### config.mk
export PLATFORM = sky130hd
export DESIGN_NAME = asc_core
export DESIGN_NICKNAME = d
export VERILOG_FILES = /design/src/logic/asc_pkg.sv /design/src/logic/asc_core.sv /design/src/logic/asc_sync.sv
export SDC_FILE = /design/constraint.sdc
export NUM_CORES = 1
export LEC_CHECK = 0
export ABC_AREA = 1
export BUFFER_PORTS_ARGS = -buffer_cell sky130_fd_sc_hd__clkbuf_2
export CAP_MARGIN = 10
export CORE_AREA = 8 8 99 101
export CTS_CLUSTER_DIAMETER = 150
export DETAILED_ROUTE_END_ITERATION = 6
export DIE_AREA = 0 0 107 109
export PLACE_DENSITY = 0.6
export SLEW_MARGIN = 10
export SYNTH_ARGS = -nofsm -noshare
export SYNTH_HDL_FRONTEND = slang
export SYNTH_SLANG_ARGS = --single-unit
### constraint.sdc
create_clock -name clk -period 5 [get_ports clk]
set_input_delay 0.25 -clock clk [delete_from_list [all_inputs] [get_ports clk]]
set_output_delay 0.25 -clock clk [all_outputs]
set_load 0.01 [all_outputs]
### src/logic/asc_pkg.sv
// Constants and carrier types for the ADC serial channel control block
//
// What this block does
// Serial output changes on falling clock edges; floats while chip select high.
// Serial input is sampled into the shift register on rising clock edges.
// Input bits count only while chip select is low.
// Internal clock mode: strobe low at conversion start, high when done.
// External clock mode: strobe high two clock periods right before result MSB.
// External clock mode only: strobe floats while chip select is high.
// Master keeps serial clock duty cycle 45 to 55 percent when converting.
// Three-level powerdown pin: low full off, float on, high reference off.
// Single-ended: selected channel to positive input, zero reference to negative.
// Differential uses adjacent pairs 0/1, 2/3, 4/5, 6/7 only.
// Acquisition lasts two clocks, ends on falling edge after last control bit.
// Tracking starts falling edge after bit six; hold after bit eight.
// After conversion the hold capacitor reconnects to the positive input.
// Single-ended channel decode from the three select bits, reversed order.
// Differential pair decode from the three select bits.
// First one bit after chip select falls is the control byte MSB.
// Control byte LSB: one external clock, zero internal clock.
// Control byte bit 2: one single-ended, zero differential.
// External clock conversion takes ten serial clock cycles.
// Result shifts out MSB first, one bit per falling edge, after strobe.
package asc_pkg;
	localparam int unsigned CLK_HZ = 10_000_000;
	// Internal conversion time in microseconds and in clock cycles
	localparam int unsigned INT_CONV_US = 10;
	localparam int unsigned INT_CONV_CYC = INT_CONV_US * (CLK_HZ / 1_000_000);
	localparam logic [3:0] BIT_CNT_W = 4'h0;
	localparam logic [3:0] BIT_TRACK = 4'h6;
	localparam logic [3:0] BIT_HOLD = 4'h8;
	localparam logic [3:0] EXT_CONV_CLKS = 4'ha;
	localparam logic [3:0] STRB_CLKS = 4'h2;
	localparam int unsigned CB_SEL_HI = 6;
	localparam int unsigned CB_SEL_MID = 5;
	localparam int unsigned CB_SEL_LO = 4;
	localparam int unsigned CB_SGL = 2;
	localparam int unsigned CB_CLKSRC = 0;
	localparam logic [2:0] COM_SEL = 3'h0;

	typedef enum {ST_IDLE, ST_CTRL, ST_CONV, ST_OUT} asc_st_e;

	// Analog routing controls
	typedef struct packed {
		logic [2:0] pos_chan;
		logic [2:0] neg_chan;
		logic neg_is_com;
		logic tracking;
	} asc_route_s;

	// Decoded powerdown state
	typedef struct packed {
		logic full_off;
		logic ref_off;
	} asc_pwr_s;
endpackage : asc_pkg

### src/logic/asc_core.sv
// Serial control, strobe and input selection of the ADC
`timescale 1ns/1ps
`default_nettype none
module asc_core (
	input wire logic clk,
	input wire logic srst,
	input wire logic cs_n,
	input wire logic sclk,
	input wire logic sdin,
	input wire logic pd_low,
	input wire logic pd_high,
	input wire logic [7:0] conv_result,
	output logic sdout_o,
	output logic sdout_oe,
	output logic conversion_strobe_o,
	output logic conversion_strobe_oe,
	output asc_pkg::asc_route_s route,
	output asc_pkg::asc_pwr_s pwr,
	output logic clock_source_bit,
	output logic single_or_diff_bit
);
	logic [4:0] sy;

	// Pins cross into the clk domain
	asc_sync #(.W(5)) u_sync (
		.clk(clk),
		.srst(srst),
		.d({cs_n, sclk, sdin, pd_low, pd_high}),
		.q(sy)
	);

	typedef struct packed {
		asc_pkg::asc_st_e st;
		logic sclk_d;
		logic [7:0] sh;
		logic [3:0] cnt;
		logic [15:0] tmr;
		logic [7:0] res;
		logic ext;
		logic sgl;
		logic dout;
		logic doe;
		logic strb;
		logic soe;
		asc_pkg::asc_route_s rt;
		asc_pkg::asc_pwr_s pw;
		logic armed;
	} asc_core_s;
	asc_core_s s_r;
	asc_core_s s_nxt;

	logic cs_s, sck_s, din_s, rise, fall;
	assign cs_s = sy[4];
	assign sck_s = sy[3];
	assign din_s = sy[2];
	assign rise = sck_s & ~s_r.sclk_d;
	assign fall = ~sck_s & s_r.sclk_d;

	// Select bits come in reversed: hi is channel LSB
	function automatic asc_pkg::asc_route_s decode(input logic [7:0] cb);
		asc_pkg::asc_route_s r;
		r.pos_chan = {cb[asc_pkg::CB_SEL_MID], cb[asc_pkg::CB_SEL_LO],
			cb[asc_pkg::CB_SEL_HI]};
		r.neg_chan = asc_pkg::COM_SEL;
		r.neg_is_com = 1'b1;
		r.tracking = 1'b1;
		if (!cb[asc_pkg::CB_SGL]) begin
			// Pair index from lo/mid, polarity from hi
			r.pos_chan = {cb[asc_pkg::CB_SEL_MID], cb[asc_pkg::CB_SEL_LO],
				cb[asc_pkg::CB_SEL_HI]};
			r.neg_chan = {r.pos_chan[2:1], ~r.pos_chan[0]};
			r.neg_is_com = 1'b0;
		end
		return r;
	endfunction : decode

	// Serial sequencer
	always_comb begin
		s_nxt = s_r;
		s_nxt.sclk_d = sck_s;
		// Three-level pin decode
		s_nxt.pw.full_off = sy[1];
		s_nxt.pw.ref_off = sy[0] & ~sy[1];
		// Sync stages reset to selected, so stay quiet until chip select is seen high;
		// a master holding it low across reset must deselect once first
		s_nxt.armed = s_r.armed | cs_s;
		s_nxt.doe = ~cs_s & s_r.armed;
		s_nxt.soe = ~cs_s | ~s_r.ext;
		if (cs_s || !s_r.armed) begin
			s_nxt.st = asc_pkg::ST_IDLE;
			s_nxt.cnt = asc_pkg::BIT_CNT_W;
			s_nxt.rt.tracking = 1'b1;
		end else begin
			case (s_r.st)
				asc_pkg::ST_IDLE: begin
					if (rise && din_s) begin
						s_nxt.st = asc_pkg::ST_CTRL;
						s_nxt.sh = 8'h01;
						s_nxt.cnt = 4'h1;
					end
				end
				asc_pkg::ST_CTRL: begin
					if (rise) begin
						s_nxt.sh = {s_r.sh[6:0], din_s};
						s_nxt.cnt = s_r.cnt + 4'h1;
					end
					if (fall && s_r.cnt == asc_pkg::BIT_TRACK) begin
						s_nxt.rt = decode({s_r.sh[5:0], 2'b00});
					end
					if (fall && s_r.cnt == asc_pkg::BIT_HOLD) begin
						s_nxt.rt.tracking = 1'b0;
						s_nxt.ext = s_r.sh[asc_pkg::CB_CLKSRC];
						s_nxt.sgl = s_r.sh[asc_pkg::CB_SGL];
						s_nxt.rt.neg_is_com = s_r.sh[asc_pkg::CB_SGL];
						s_nxt.st = asc_pkg::ST_CONV;
						s_nxt.cnt = 4'h0;
						s_nxt.tmr = 16'h0000;
						s_nxt.strb = s_r.sh[asc_pkg::CB_CLKSRC];
						if (!s_r.sh[asc_pkg::CB_CLKSRC]) begin
							s_nxt.strb = 1'b0;
						end
					end
				end
				asc_pkg::ST_CONV: begin
					if (s_r.ext) begin
						// Strobe spans two falling edges, then MSB
						if (fall) begin
							s_nxt.cnt = s_r.cnt + 4'h1;
							if (s_r.cnt + 4'h1 == asc_pkg::STRB_CLKS) begin
								s_nxt.strb = 1'b0;
								s_nxt.res = {conv_result[6:0], 1'b0};
								s_nxt.dout = conv_result[7];
								s_nxt.st = asc_pkg::ST_OUT;
							end
						end
					end else begin
						s_nxt.tmr = s_r.tmr + 16'h0001;
						if (s_r.tmr == 16'(asc_pkg::INT_CONV_CYC - 1)) begin
							s_nxt.strb = 1'b1;
							s_nxt.rt.tracking = 1'b1;
							s_nxt.res = conv_result;
							s_nxt.cnt = asc_pkg::STRB_CLKS;
							s_nxt.st = asc_pkg::ST_OUT;
						end
					end
				end
				asc_pkg::ST_OUT: begin
					if (fall) begin
						s_nxt.dout = s_r.res[7];
						s_nxt.res = {s_r.res[6:0], 1'b0};
						s_nxt.cnt = s_r.cnt + 4'h1;
						if (s_r.cnt + 4'h1 == asc_pkg::EXT_CONV_CLKS) begin
							s_nxt.rt.tracking = 1'b1;
							s_nxt.st = asc_pkg::ST_IDLE;
						end
					end
				end
				default: s_nxt.st = asc_pkg::ST_IDLE;
			endcase
		end
	end

	always_ff @(posedge clk) begin
		if (srst) begin
			s_r <= '0;
			s_r.st <= asc_pkg::ST_IDLE;
			s_r.strb <= 1'b1;
			s_r.rt.tracking <= 1'b1;
			s_r.rt.neg_is_com <= 1'b1;
		end else begin
			s_r <= s_nxt;
		end
	end

	assign sdout_o = s_r.dout;
	assign sdout_oe = s_r.doe;
	assign conversion_strobe_o = s_r.strb;
	assign conversion_strobe_oe = s_r.soe;
	assign route = s_r.rt;
	assign pwr = s_r.pw;
	assign clock_source_bit = s_r.ext;
	assign single_or_diff_bit = s_r.sgl;
endmodule : asc_core
`default_nettype wire

### src/logic/asc_sync.sv
// Two-flop synchroniser for inputs from outside the clock domain
`timescale 1ns/1ps
`default_nettype none
module asc_sync #(
	parameter int unsigned W = 1
) (
	input wire logic clk,
	input wire logic srst,
	input wire logic [W-1:0] d,
	output logic [W-1:0] q
);
	typedef struct packed {
		logic [W-1:0] s1;
		logic [W-1:0] s2;
	} asc_sync_s;
	asc_sync_s st_r;
	asc_sync_s st_nxt;

	// First stage feeds only the second
	always_comb begin
		st_nxt.s1 = d;
		st_nxt.s2 = st_r.s1;
	end

	always_ff @(posedge clk) begin
		if (srst) begin
			st_r <= '0;
		end else begin
			st_r <= st_nxt;
		end
	end

	assign q = st_r.s2;
endmodule : asc_sync
`default_nettype wire

# Word-level counts from Yosys, hierarchy flattened
# Cells that the tools add are included.
# classes
add_sub_neg	2
eq_ne	23
muxes	44
bitwise	13
n_reduce_logical	24
# op_table
cell	n
two-way mux 32 bit	8
case mux 32 bit (4 select lines)	1
equality test 32 x 2 -> 1 bit (second input constant)	2
two-way mux 8 bit	5
equality test 32 x 1 -> 1 bit (second input constant)	1
zero test 32 bit	1
case mux 16 bit (2 select lines)	1
AND reduction 6 bit	4
two-way mux 20 bit	1
inequality test 2 bit (second input constant)	10
two-way mux 9 bit	2
adder 16 x 1 -> 16 bit (second input constant)	1
equality test 16 x 7 -> 1 bit (second input constant)	1
two-way mux 16 bit	1
two-way mux 4 bit	4
case mux 4 bit (4 select lines)	1
case mux 8 bit (2 select lines)	1
inequality test 3 bit (second input constant)	5
two-way mux 1 bit	13
AND reduction 4 bit	3
case mux 5 bit (2 select lines)	1
AND reduction 3 bit	3
equality test 4 bit (second input constant)	2
nonzero test 2 bit	4
other kinds (16)	30
# totals
reg_bits	93
inputBits	15
out_inout_bits	16
wordCells	127

# Depth between registers and ports, before layout
# Gate-level depths: netlist of run 1.
# depth
depth_word	6
ltp_mapped	13
depth_no_buf	13

# Hierarchy
# A second synthesis of run 1 with hierarchy kept.
# hier_totals
hier_cells	504
hier_area_um2	3419.5
# modules_own_cells
module	instances	cells_each	area_each_um2	seq_area_each_um2
asc_core	1	473	3133.0	1061.0
asc_sync	1	31	286.5	200.2

# Worst setup path after synthesis of run 1
# Ideal clock, no wire load.
# synth_path
kind	reg-to-reg
start	register s_r[54] (netlist name)
end	register s_r[55] (netlist name)
setup_time_ns	0.115
arrival_time_ns	1.470
required_ns	4.885
setup_slack_ns	3.415
stages_incl_launch_ff	12
n_path_buf	1
period_less_slack_ns	1.585
cell_sequence	dfxtp_1 > inv_1 > ha_1 > nand2_1 > clkinv_1 > nand2_2 > nand2_2 > inv_2 > buf_6 > nand3b_1 > nand2_1 > nor2_1
# synth_via
elab_chain_cells	3
word_cells_on_any_way	13
classes_between	eq/ne (10); mux (1); reduce/logical (2)
# synth_rtl
element	line	text
start, declared	asc_core.sv:49	asc_core_s s_r;
start signal, assigned	asc_core.sv:171	s_r <= s_nxt;
equality test 32 x 2 -> 1 bit (tied with other cells)	asc_core.sv:94	case (s_r.st)
inequality test 3 bit (no line) or inequality test 2 bit (tied branches)	--	
AND reduction 7 bit (no line)	--	
# Several ways; a longest one is shown, not always the timed one.
# A chain may end at the register's enable or synchronous reset.

# Final worst setup path of run 1
# layout_path
start	register s_r[54] (netlist name)
end	register s_r[24] (netlist name)
# layout_via
elab_chain_cells	3
word_cells_on_any_way	9
classes_between	eq/ne (6); mux (1); reduce/logical (2)
# layout_rtl
element	line
equality test 32 x 2 -> 1 bit	asc_core.sv:94
inequality test 3 bit (no line) (tied with other cells)	--
AND reduction 6 bit (no line)	--
# Several ways; a longest one is shown, not always the timed one.

==> impl_metrics.ini, run 1 <==
[placed_design]
hpwlAfterDp_um = 5620
placement.io_buffers = 30
gp_congestion = 0.866

[global_routing]
grt_pass1_vias = 3078
antenna_found_initial = 0
grt-ovfl-total = 0
groute.usage.overall = 0.144
grt_max_degree = 38
grt_pass1_wl_um = 13900

[worst_setup_path]
worst_ep_required_time_ns = 5.28
crit_fanout = 16
start_kind = register
cp.arrival_ns = 2.88
crit_type = register to register
worst_setup_path_end_kind = register

[drt]
drt-total-wl_um = 7730
drt_pass1_iterations = 4
vias_per_cell = 4.78
dr.first_iter.drc_count = 125
drcViolationCount = 0
vias = 3114
detail_route.wl_per_cell_um = 11.9
ant_nets = 0

[clock_tree]
cts_buffers = 9
hold_buffers = 0
cts_setup_buffers = 0
clk_pin_slew_ns = 0.08
cts-htree-levels = 3
clock-root-buffer = clkbuf_8
cts_buffer_depth = 2
cts_tree = done
clk_latency_ns = 0.34
cts_sinks = 63
ctsResizeCount = 0

[sta]
maxSlewHeadroom = 0.406
worst_slew_pin_slew_ns = 0.891
skew_ns = 0.0102
fin_setup_tns_ns = 0
timing.final.crit_share = 0.520
setup_viol = 0
drv_slew = 0
max_freq_mhz = 385
fin_crit_ns = 2.60
rsz0062_at_grt = false
hold_viol_final = 0

[synth]
synthAdderAreaFrac = 0.0364
avgSynthCellArea_sq_um = 6.58
synthTopCellsByArea = dfxtp_1 37%, nand2_1 15%, nor2_1 7.5%, inv_1 6.2%, nand3_1 5.2%
yosys.area_share.simple = 0.363
syn-num-nets = 547
synth_xor_area_frac = 0.00255
synth_compound_area_frac = 0.110
syn-instance-count = 522
syn_area_sq_mm = 0.00344
ys_ff_latch = 63
synthMuxAreaShare = 0
synth_area_leader_cell = dfxtp_1
ys_types = 35
synth_top_area_frac = 0.367
ys_seq_area_frac = 0.367
yosys_warnings = 0
synth_top_family_by_area = simple AND/OR/NAND/NOR gates

[power]
irDropWorstVdd_uv = 187
power.density_mw_per_mm2 = 259
p_leak_nw = 1.57

[final_layout]
seqCellArea_sq_mm = 0.00126
fin_nets = 563
diodes = 0
area_growth_pct = 9.25
drive_gt1_frac = 0.134
num-fill-cells = 880
final_util = 0.448
multi_input_comb_area_sq_mm = 0.00176

[floorplan]
rows = 34
io_pins = 31
dieArea_sq_mm = 0.0117
core_area_sq_mm = 0.00838
dieHeight_um = 109
initial_core_util = 0.410
die_x_um = 107

[min_path]
min_path_type = input port to register

[outcome]
outcome = completed

[flow_run]
max_cap_violations = 0
final cells by class:
class	count	area share
multi-input cells	364	0.468
flip-flops and latches	63	0.336
clock buffers	10	0.0340
inverters	70	0.0700
well taps	108	0.0360
clock inverters	6	0.0163
repair buffers	30	0.0400
sequential cells by signal, summed over array words and instances, names as in the netlist, 2 cells and up:
register / cells
u_sync.q: 5
route: 8
s_r: 37
pwr: 2
u_sync.st_nxt: 5
logic make-up after synthesis:
logic type      Yosys count
simple gates            284
xor+xnor                  1
buf+inv                  95
fa+ha+maj                10
flops                    63
compound gates           69
worst max-delay path, stage by stage (launching register included):
cell and delay (ns):
dfxtp_1 0.35, inv_1 0.11, ha_1 0.56, nor2_1 0.19
inv_2 0.09, nand2_1 0.05, a21oi_1 0.69, nand2_2 0.26
nand2_1 0.12, inv_1 0.04, nor2_1 0.09
path summary, 6_finish.rpt:
| kind | startpoint | end | slack (ns) | cells past startpoint |
|---|---|---|---|---|
| setup / recovery | s_r[54]$_SDFFE_PP0P_ | s_r[24]$_SDFFE_PP0P_ | 2.40 | 10 |
| hold / removal | cs_n | u_sync.st_nxt[4]$_SDFF_PP0_ | 0.09 | 3 |
| setup reg to reg | s_r[54]$_SDFFE_PP0P_ | s_r[24]$_SDFFE_PP0P_ | 2.40 | 10 |
| hold reg to reg | u_sync.st_nxt[0]$_SDFF_PP0_ | u_sync.q[0]$_SDFF_PP0_ | 0.40 | 2 |
where the power goes:
group	internal, mW	switching [mW]	total [mW]	leakage, nW
registers	0.507	0.00243	0.510	0.510
clock network	0.228	0.201	0.430	0.0960
logic	0.0118	0.0219	0.0336	0.960
total	0.747	0.225	0.973	1.57
placed cells by master (no fill, tap or decap):
master / synthesis / layout
a31oi_1: 1 / 1
a21oi_1: 31 / 31
nand2_1: 139 / 139
nor2_2: 5 / 5
inv_1: 57 / 57
clkinvlp_4: 0 / 1
a21boi_1: 1 / 1
nand2_2: 6 / 6
o21bai_1: 2 / 2
clkinv_2: 0 / 3
and2_1: 1 / 1
o21ai_0: 22 / 22
clkbuf_2: 0 / 30
clkbuf_8: 0 / 9
nor3_4: 1 / 1
nor2_4: 1 / 1
o211a_1: 1 / 1
inv_2: 11 / 11
a22oi_1: 4 / 4
clkinv_4: 0 / 1
nor2_8: 1 / 1
nand3b_1: 3 / 3
clkbuf_1: 3 / 1
or2_2: 2 / 2
nor2_1: 69 / 69
o21ai_1: 4 / 4
nand4_1: 18 / 18
xor2_1: 1 / 1
nand3_1: 36 / 36
dfxtp_1: 63 / 63
bufinv_16: 0 / 1
a211oi_1: 2 / 2
nor3_1: 1 / 1
clkinv_1: 2 / 2
nand3_2: 1 / 1
ha_1: 10 / 10
o211ai_1: 1 / 1
cell usage after synthesis:
library cell / number
clkbuf_1: 3
buf_2: 5
nor2_1: 69
nor3_4: 1
buf_4: 11
a211oi_1: 2
nor2_8: 1
a21oi_1: 31
nor2_4: 1
buf_6: 2
o21bai_1: 2
inv_2: 11
nand3_1: 36
buf_1: 4
a21boi_1: 1
dfxtp_1: 63
nand4_1: 18
or2_2: 2
o21ai_1: 4
o211a_1: 1
nand3_2: 1
and2_1: 1
clkinv_1: 2
nand2_1: 139
nand3b_1: 3
ha_1: 10
inv_1: 57
a31oi_1: 1
o21ai_0: 22
a22oi_1: 4
xor2_1: 1
nor2_2: 5
o211ai_1: 1
nor3_1: 1
nand2_2: 6
metrics by stage:
stage	hold slack, ns	setup WS, ns	power (mW)	instances	area [sq um]
global placement	0.389	2.47	0.555	635	3570
finish	0.0915	2.40	0.973	651	3750
floorplan	0.357	3.41	0.544	522	3440
global route	0.0877	1.99	1.02	651	3750
CTS	0.0859	2.33	0.986	651	3750
detailed placement	0.393	2.35	0.555	635	3570
per-layer routing:
layer / global-route usage / part of all wire
met5: 0 / 0
met4: 0.0704 / 0.013
met3: 0.0284 / 0.039
met2: 0.242 / 0.47
met1: 0.174 / 0.48
No activity file was read; power rests on OpenSTA's default activity.
==> run 2, diff against run 1 <==
--- a/config.mk
+++ b/config.mk
@@ -12,7 +12,7 @@
 export CTS_CLUSTER_DIAMETER = 150
 export DETAILED_ROUTE_END_ITERATION = 6
 export DIE_AREA = 0 0 107 109
-export PLACE_DENSITY = 0.6
+export PLACE_DENSITY = 0.62
 export SLEW_MARGIN = 10
 export SYNTH_ARGS = -nofsm -noshare
 export SYNTH_HDL_FRONTEND = slang
==> constraint.sdc (replaced) <==
create_clock -name clk -period 2.2 [get_ports clk]
set_input_delay 0.11 -clock clk [delete_from_list [all_inputs] [get_ports clk]]
set_output_delay 0.11 -clock clk [all_outputs]
set_load 0.01 [all_outputs]
==> run 2 against run 1 <==
Net effect: clock skew decreased by 0.0020 ns; core utilization is 1.3 points higher; largest power group unchanged; via count up 3.5%; cell count increased by 1.7%; first-iteration DRC count grew 33%.
==> impl_metrics.ini, run 2 (same netlist as run 1, synthesis figures left out) <==
[final_layout]
regMostFlops = s_r
area_growth_pct = 12.4
final_common_cell = nand2_1
final_cell_mix = 139 x nand2_1, 69 x nor2_1, 63 x dfxtp_1, 57 x inv_1, 36 x nand3_1
fin_nets = 574
drive_gt1_frac = 0.144
largest_register_ffs = 37
diodes = 0

[sta]
hold_viol_final = 0
rsz0062_at_grt = false
skew_ns = 0.00821
worst_slew_pin_slew_ns = 0.478
drv_slew = 0
fin_ws_ns = 0.194
fin_setup_tns_ns = 0
max_freq_mhz = 499
timing.final.crit_share = 0.912
maxSlewHeadroom = 0.680
setup_viol = 0
fin_crit_ns = 2.01

[power]
switchingPower_mw = 0.545
power.density_mw_per_mm2 = 584
p_total_mw = 2.26
seqPwrFrac = 0.513
pwr-share-clk = 0.447
swShare = 0.242
p_leak_nw = 1.61
p_int_mw = 1.71
combPwrFrac = 0.040
irDropWorstVdd_uv = 328

[global_routing]
grt_pass1_wl_um = 13900
grt_max_degree = 35
antenna_found_initial = 0
grt-ovfl-total = 0
grt_pass1_vias = 2996
groute.usage.overall = 0.147

[worst_setup_path]
cp.arrival_ns = 2.26
crit_fanout = 13
start_kind = register
crit_start = s_r[42]$_SDFFE_PP0P_
worst_ep_required_time_ns = 2.45
r2r_start = s_r[42]$_SDFFE_PP0P_
crit_type = register to register
worst_setup_path_end_kind = register

[drt]
ant_nets = 0
vias = 3222
drcViolationCount = 0
drt_pass1_iterations = 4
dr.first_iter.drc_count = 166
vias_per_cell = 4.87
detail_route.wl_per_cell_um = 12.3
drt-total-wl_um = 8120

[placed_design]
pre_cts_ws_ns = 0.162
gp_congestion = 0.908
hpwlAfterDp_um = 5960
placement.io_buffers = 30

[floorplan]
rows = 34
die_x_um = 107
dieArea_sq_mm = 0.0117
dieHeight_um = 109
initial_core_util = 0.410
core_area_sq_mm = 0.00838
io_pins = 31

[clock_tree]
clk_latency_ns = 0.35
cts_buffers = 9
cts_sinks = 63
clk_pin_slew_ns = 0.07
cts_tree = done
cts-htree-levels = 3
cts_buffer_depth = 2
clock-root-buffer = clkbuf_8

[min_path]
min_from = conv_result[0]
min_path_type = input port to register

[outcome]
outcome = completed

[flow_run]
max_cap_violations = 0
==> run 2: cell type report <==
type	count	area, sq um
multi-input combinational	364	1760
clock buffer	9	124
inverter	70	263
clock inverter	7	71.3
timing repair buffer	41	248
fill	862	4520
tap	108	135
sequential	63	1260
==> run 2: path summary, 6_finish.rpt <==
path | slack [ns] | endpoint | depth (start not counted)
worst min register to register | 0.40 | u_sync.q[0]$_SDFF_PP0_ | 2
worst min-delay path | 0.14 | s_r[17]$_SDFFE_PP0P_ | 5
worst max-delay path | 0.19 | s_r[34]$_SDFFE_PP0P_ | 11
worst max register to register | 0.19 | s_r[34]$_SDFFE_PP0P_ | 11
==> run 2: power by group through the flow <==
stage	registers (mW)	logic, mW	clock network, mW
CTS	1.16	0.0902	1.04
finish	1.16	0.0894	1.01
global route	1.16	0.103	1.09
detailed placement	1.18	0.0813	0
global placement	1.18	0.0808	0
floorplan	1.18	0.0518	0
==> run 2: routing by layer <==
| layer | global-route usage | wire length, um | up-vias |
|---|---|---|---|
| met1 | 0.177 | 3820 | 1444 |
| li1 | - | - | 1702 |
| met4 | 0.0724 | 161 | 0 |
| met2 | 0.244 | 3770 | 62 |
| met5 | 0 | 0 | - |
| met3 | 0.0313 | 370 | 14 |
==> run 2: what timing repair did <==
item / 4_1_cts / 5_1_grt
hold buffers: 6 / 0
gates resized for setup: 0 / 1
buffers inserted: 0 / 0
endpoints found under the setup margin: 0 / 8
hold endpoints to repair: 6 / 0
==> run 2: critical path, cell delays in order, from the launching register on <==
cell and delay [ns]:
dfxtp_1 0.38, inv_1 0.13, ha_1 0.19, nand3_2 0.11, nor2_4 0.19, nor2_2 0.08
nor2_2 0.12, nand2_1 0.31, nor2_1 0.24, nand2_1 0.07, nand2_1 0.06, nor2_1 0.03
==> run 2: per-stage QoR <==
step	util	cells	hold slack (ns)	area, sq um
2_1_floorplan	-	522	0.217	3440
4_1_cts	0.460	662	0.126	3860
5_1_grt	0.461	662	0.184	3860
3_3_place_gp	0.430	640	0.303	3600
3_5_place_dp	0.430	640	0.305	3600
6_report	0.461	662	0.138	3860
==> run 3, diff against run 2 <==
--- a/config.mk
+++ b/config.mk
@@ -13,6 +13,7 @@
 export DETAILED_ROUTE_END_ITERATION = 6
 export DIE_AREA = 0 0 107 109
 export PLACE_DENSITY = 0.62
+export RECOVER_POWER = 50
 export SLEW_MARGIN = 10
 export SYNTH_ARGS = -nofsm -noshare
 export SYNTH_HDL_FRONTEND = slang
==> run 3 against run 2 <==
Net effect: count of clock-buffer cells in the layout did not move; combinational power fell by 3.5%; hold slack barely moved; critical endpoint unchanged; clock skew rose by 0.00095 ns; via count rose by 1.7%; die area did not move; wire length rose by 0.37%; fmax rose by 0.12%; largest cell class unchanged; clock power barely moved; highest routed layer unchanged; sequential power barely moved.
==> impl_metrics.ini, run 3 (same netlist as run 1, synthesis figures left out) <==
[power]
p_leak_nw = 1.54
irDropWorstVdd_uv = 325
power.density_mw_per_mm2 = 589

[drt]
drt-total-wl_um = 8150
vias = 3277
drt_pass1_iterations = 5
detail_route.wl_per_cell_um = 12.3
vias_per_cell = 4.95
drcViolationCount = 0
ant_nets = 0
dr.first_iter.drc_count = 122

[flow_run]
max_cap_violations = 0

[global_routing]
grt_pass1_vias = 2996
grt_max_degree = 35
grt_pass1_wl_um = 13900
groute.usage.overall = 0.147
grt-ovfl-total = 0
antenna_found_initial = 0

[outcome]
outcome = completed

[sta]
worst_slew_pin_slew_ns = 0.670
rsz0062_at_grt = false
maxSlewHeadroom = 0.553
timing.final.crit_share = 0.911
setup_viol = 0
drv_slew = 0
fin_crit_ns = 2.00
skew_ns = 0.00917
hold_viol_final = 0
max_freq_mhz = 499
fin_setup_tns_ns = 0

[final_layout]
drive_gt1_frac = 0.110
regMostFlops = s_r
fin_nets = 574
area_growth_pct = 11.2
finish.instance_area_sq_mm = 0.00382
final_common_cell = nand2_1
final_cell_mix = 139 x nand2_1, 70 x nor2_1, 63 x dfxtp_1, 57 x inv_1, 36 x nand3_1
diodes = 0
seqCellArea_sq_mm = 0.00126
multi_input_comb_area_sq_mm = 0.00175
largest_register_ffs = 37
num-fill-cells = 868

[clock_tree]
cts_sinks = 63
clk_pin_slew_ns = 0.07
cts_tree = done
cts_setup_buffers = 0
cts_buffers = 9
cts-htree-levels = 3
clock-root-buffer = clkbuf_8
clk_latency_ns = 0.35
cts_buffer_depth = 2

[floorplan]
rows = 34
dieArea_sq_mm = 0.0117
die_x_um = 107
dieHeight_um = 109
core_area_sq_mm = 0.00838
io_pins = 31
initial_core_util = 0.410

[worst_setup_path]
cp_slowest_cell = dfxtp_1
crit_fanout = 13
path_cells = inv_1 > ha_1 > nand3_2 > nor2_4 > nor2_2 > nor2_2 > nand2_1 > nor2_1 > nand2_1 > nand2_1 > nor2_1
crit_type = register to register
cp.arrival_ns = 2.25
start_kind = register
worst_ep_required_time_ns = 2.45
crit_path_frequent_cell = nand2_1
cp_top_family = simple AND/OR/NAND/NOR gates
path_buf_inv = 1
cpPeakStageDelay_ns = 0.38
worst_setup_path_end_kind = register

[placed_design]
gp_congestion = 0.908
placement.io_buffers = 30
dpl_cell_area_sq_mm = 0.00360
hpwlAfterDp_um = 5960

[min_path]
min_path_type = input port to register
run 3: cell types whose count changed in the layout (fill, tap and decap cells not counted), sizes merged:
cell    previous run  this run
buf                5         2
clkbuf            39        42
run 3: worst paths after layout:
kind,start,to,cells past startpoint,slack [ns]
worst max-delay path,s_r[42]$_SDFFE_PP0P_,s_r[34]$_SDFFE_PP0P_,11,0.20
worst min-delay path,conv_result[0],s_r[17]$_SDFFE_PP0P_,5,0.14
worst max register to register,s_r[42]$_SDFFE_PP0P_,s_r[34]$_SDFFE_PP0P_,11,0.20
worst min register to register,u_sync.st_nxt[0]$_SDFF_PP0_,u_sync.q[0]$_SDFF_PP0_,2,0.40
run 3: routing by layer:
layer	vias up	track usage	wire [um]
met5	-	0	0
met4	0	0.0724	177
met3	16	0.0313	421
met2	76	0.244	3800
met1	1479	0.177	3750
li1	1706	-	-
run 3: what timing repair did:
action,CTS,global route
endpoints found under the hold margin,6,0
hold buffers,6,0
resized for setup,0,1
setup endpoints to repair,0,8
run 3: worst reg2reg max path: stages, from the launching register on:
cell	delay, ns
dfxtp_1	0.38
inv_1	0.14
ha_1	0.19
nand3_2	0.11
nor2_4	0.19
nor2_2	0.07
nor2_2	0.11
nand2_1	0.31
nor2_1	0.24
nand2_1	0.07
nand2_1	0.06
nor2_1	0.03
run 3: cell type report:
type                    instances  share of cell area
clock buffers                   9              0.0324
clock inverters                 7              0.0187
inverters                      70              0.0687
multi-input cells             364               0.458
flip-flops and latches         63               0.330
well taps                     108              0.0353
repair buffers                 41              0.0569
run 3: report_power, final:
group	internal, mW	switching, mW
combinational	0.0336	0.0526
clock	0.522	0.486
sequential	1.15	0.00531
total	1.71	0.544
run 3: stage by stage:
step | power [mW] | cells | setup WS (ns) | utilization | hold slack [ns]
global route | 2.35 | 662 | 0.0301 | 0.456 | 0.184
detailed placement | 1.27 | 640 | 0.162 | 0.430 | 0.305
global placement | 1.26 | 640 | 0.264 | 0.430 | 0.303
CTS | 2.29 | 662 | 0.117 | 0.460 | 0.126
floorplan | 1.24 | 522 | 0.615 | - | 0.217
finish | 2.25 | 662 | 0.197 | 0.456 | 0.138
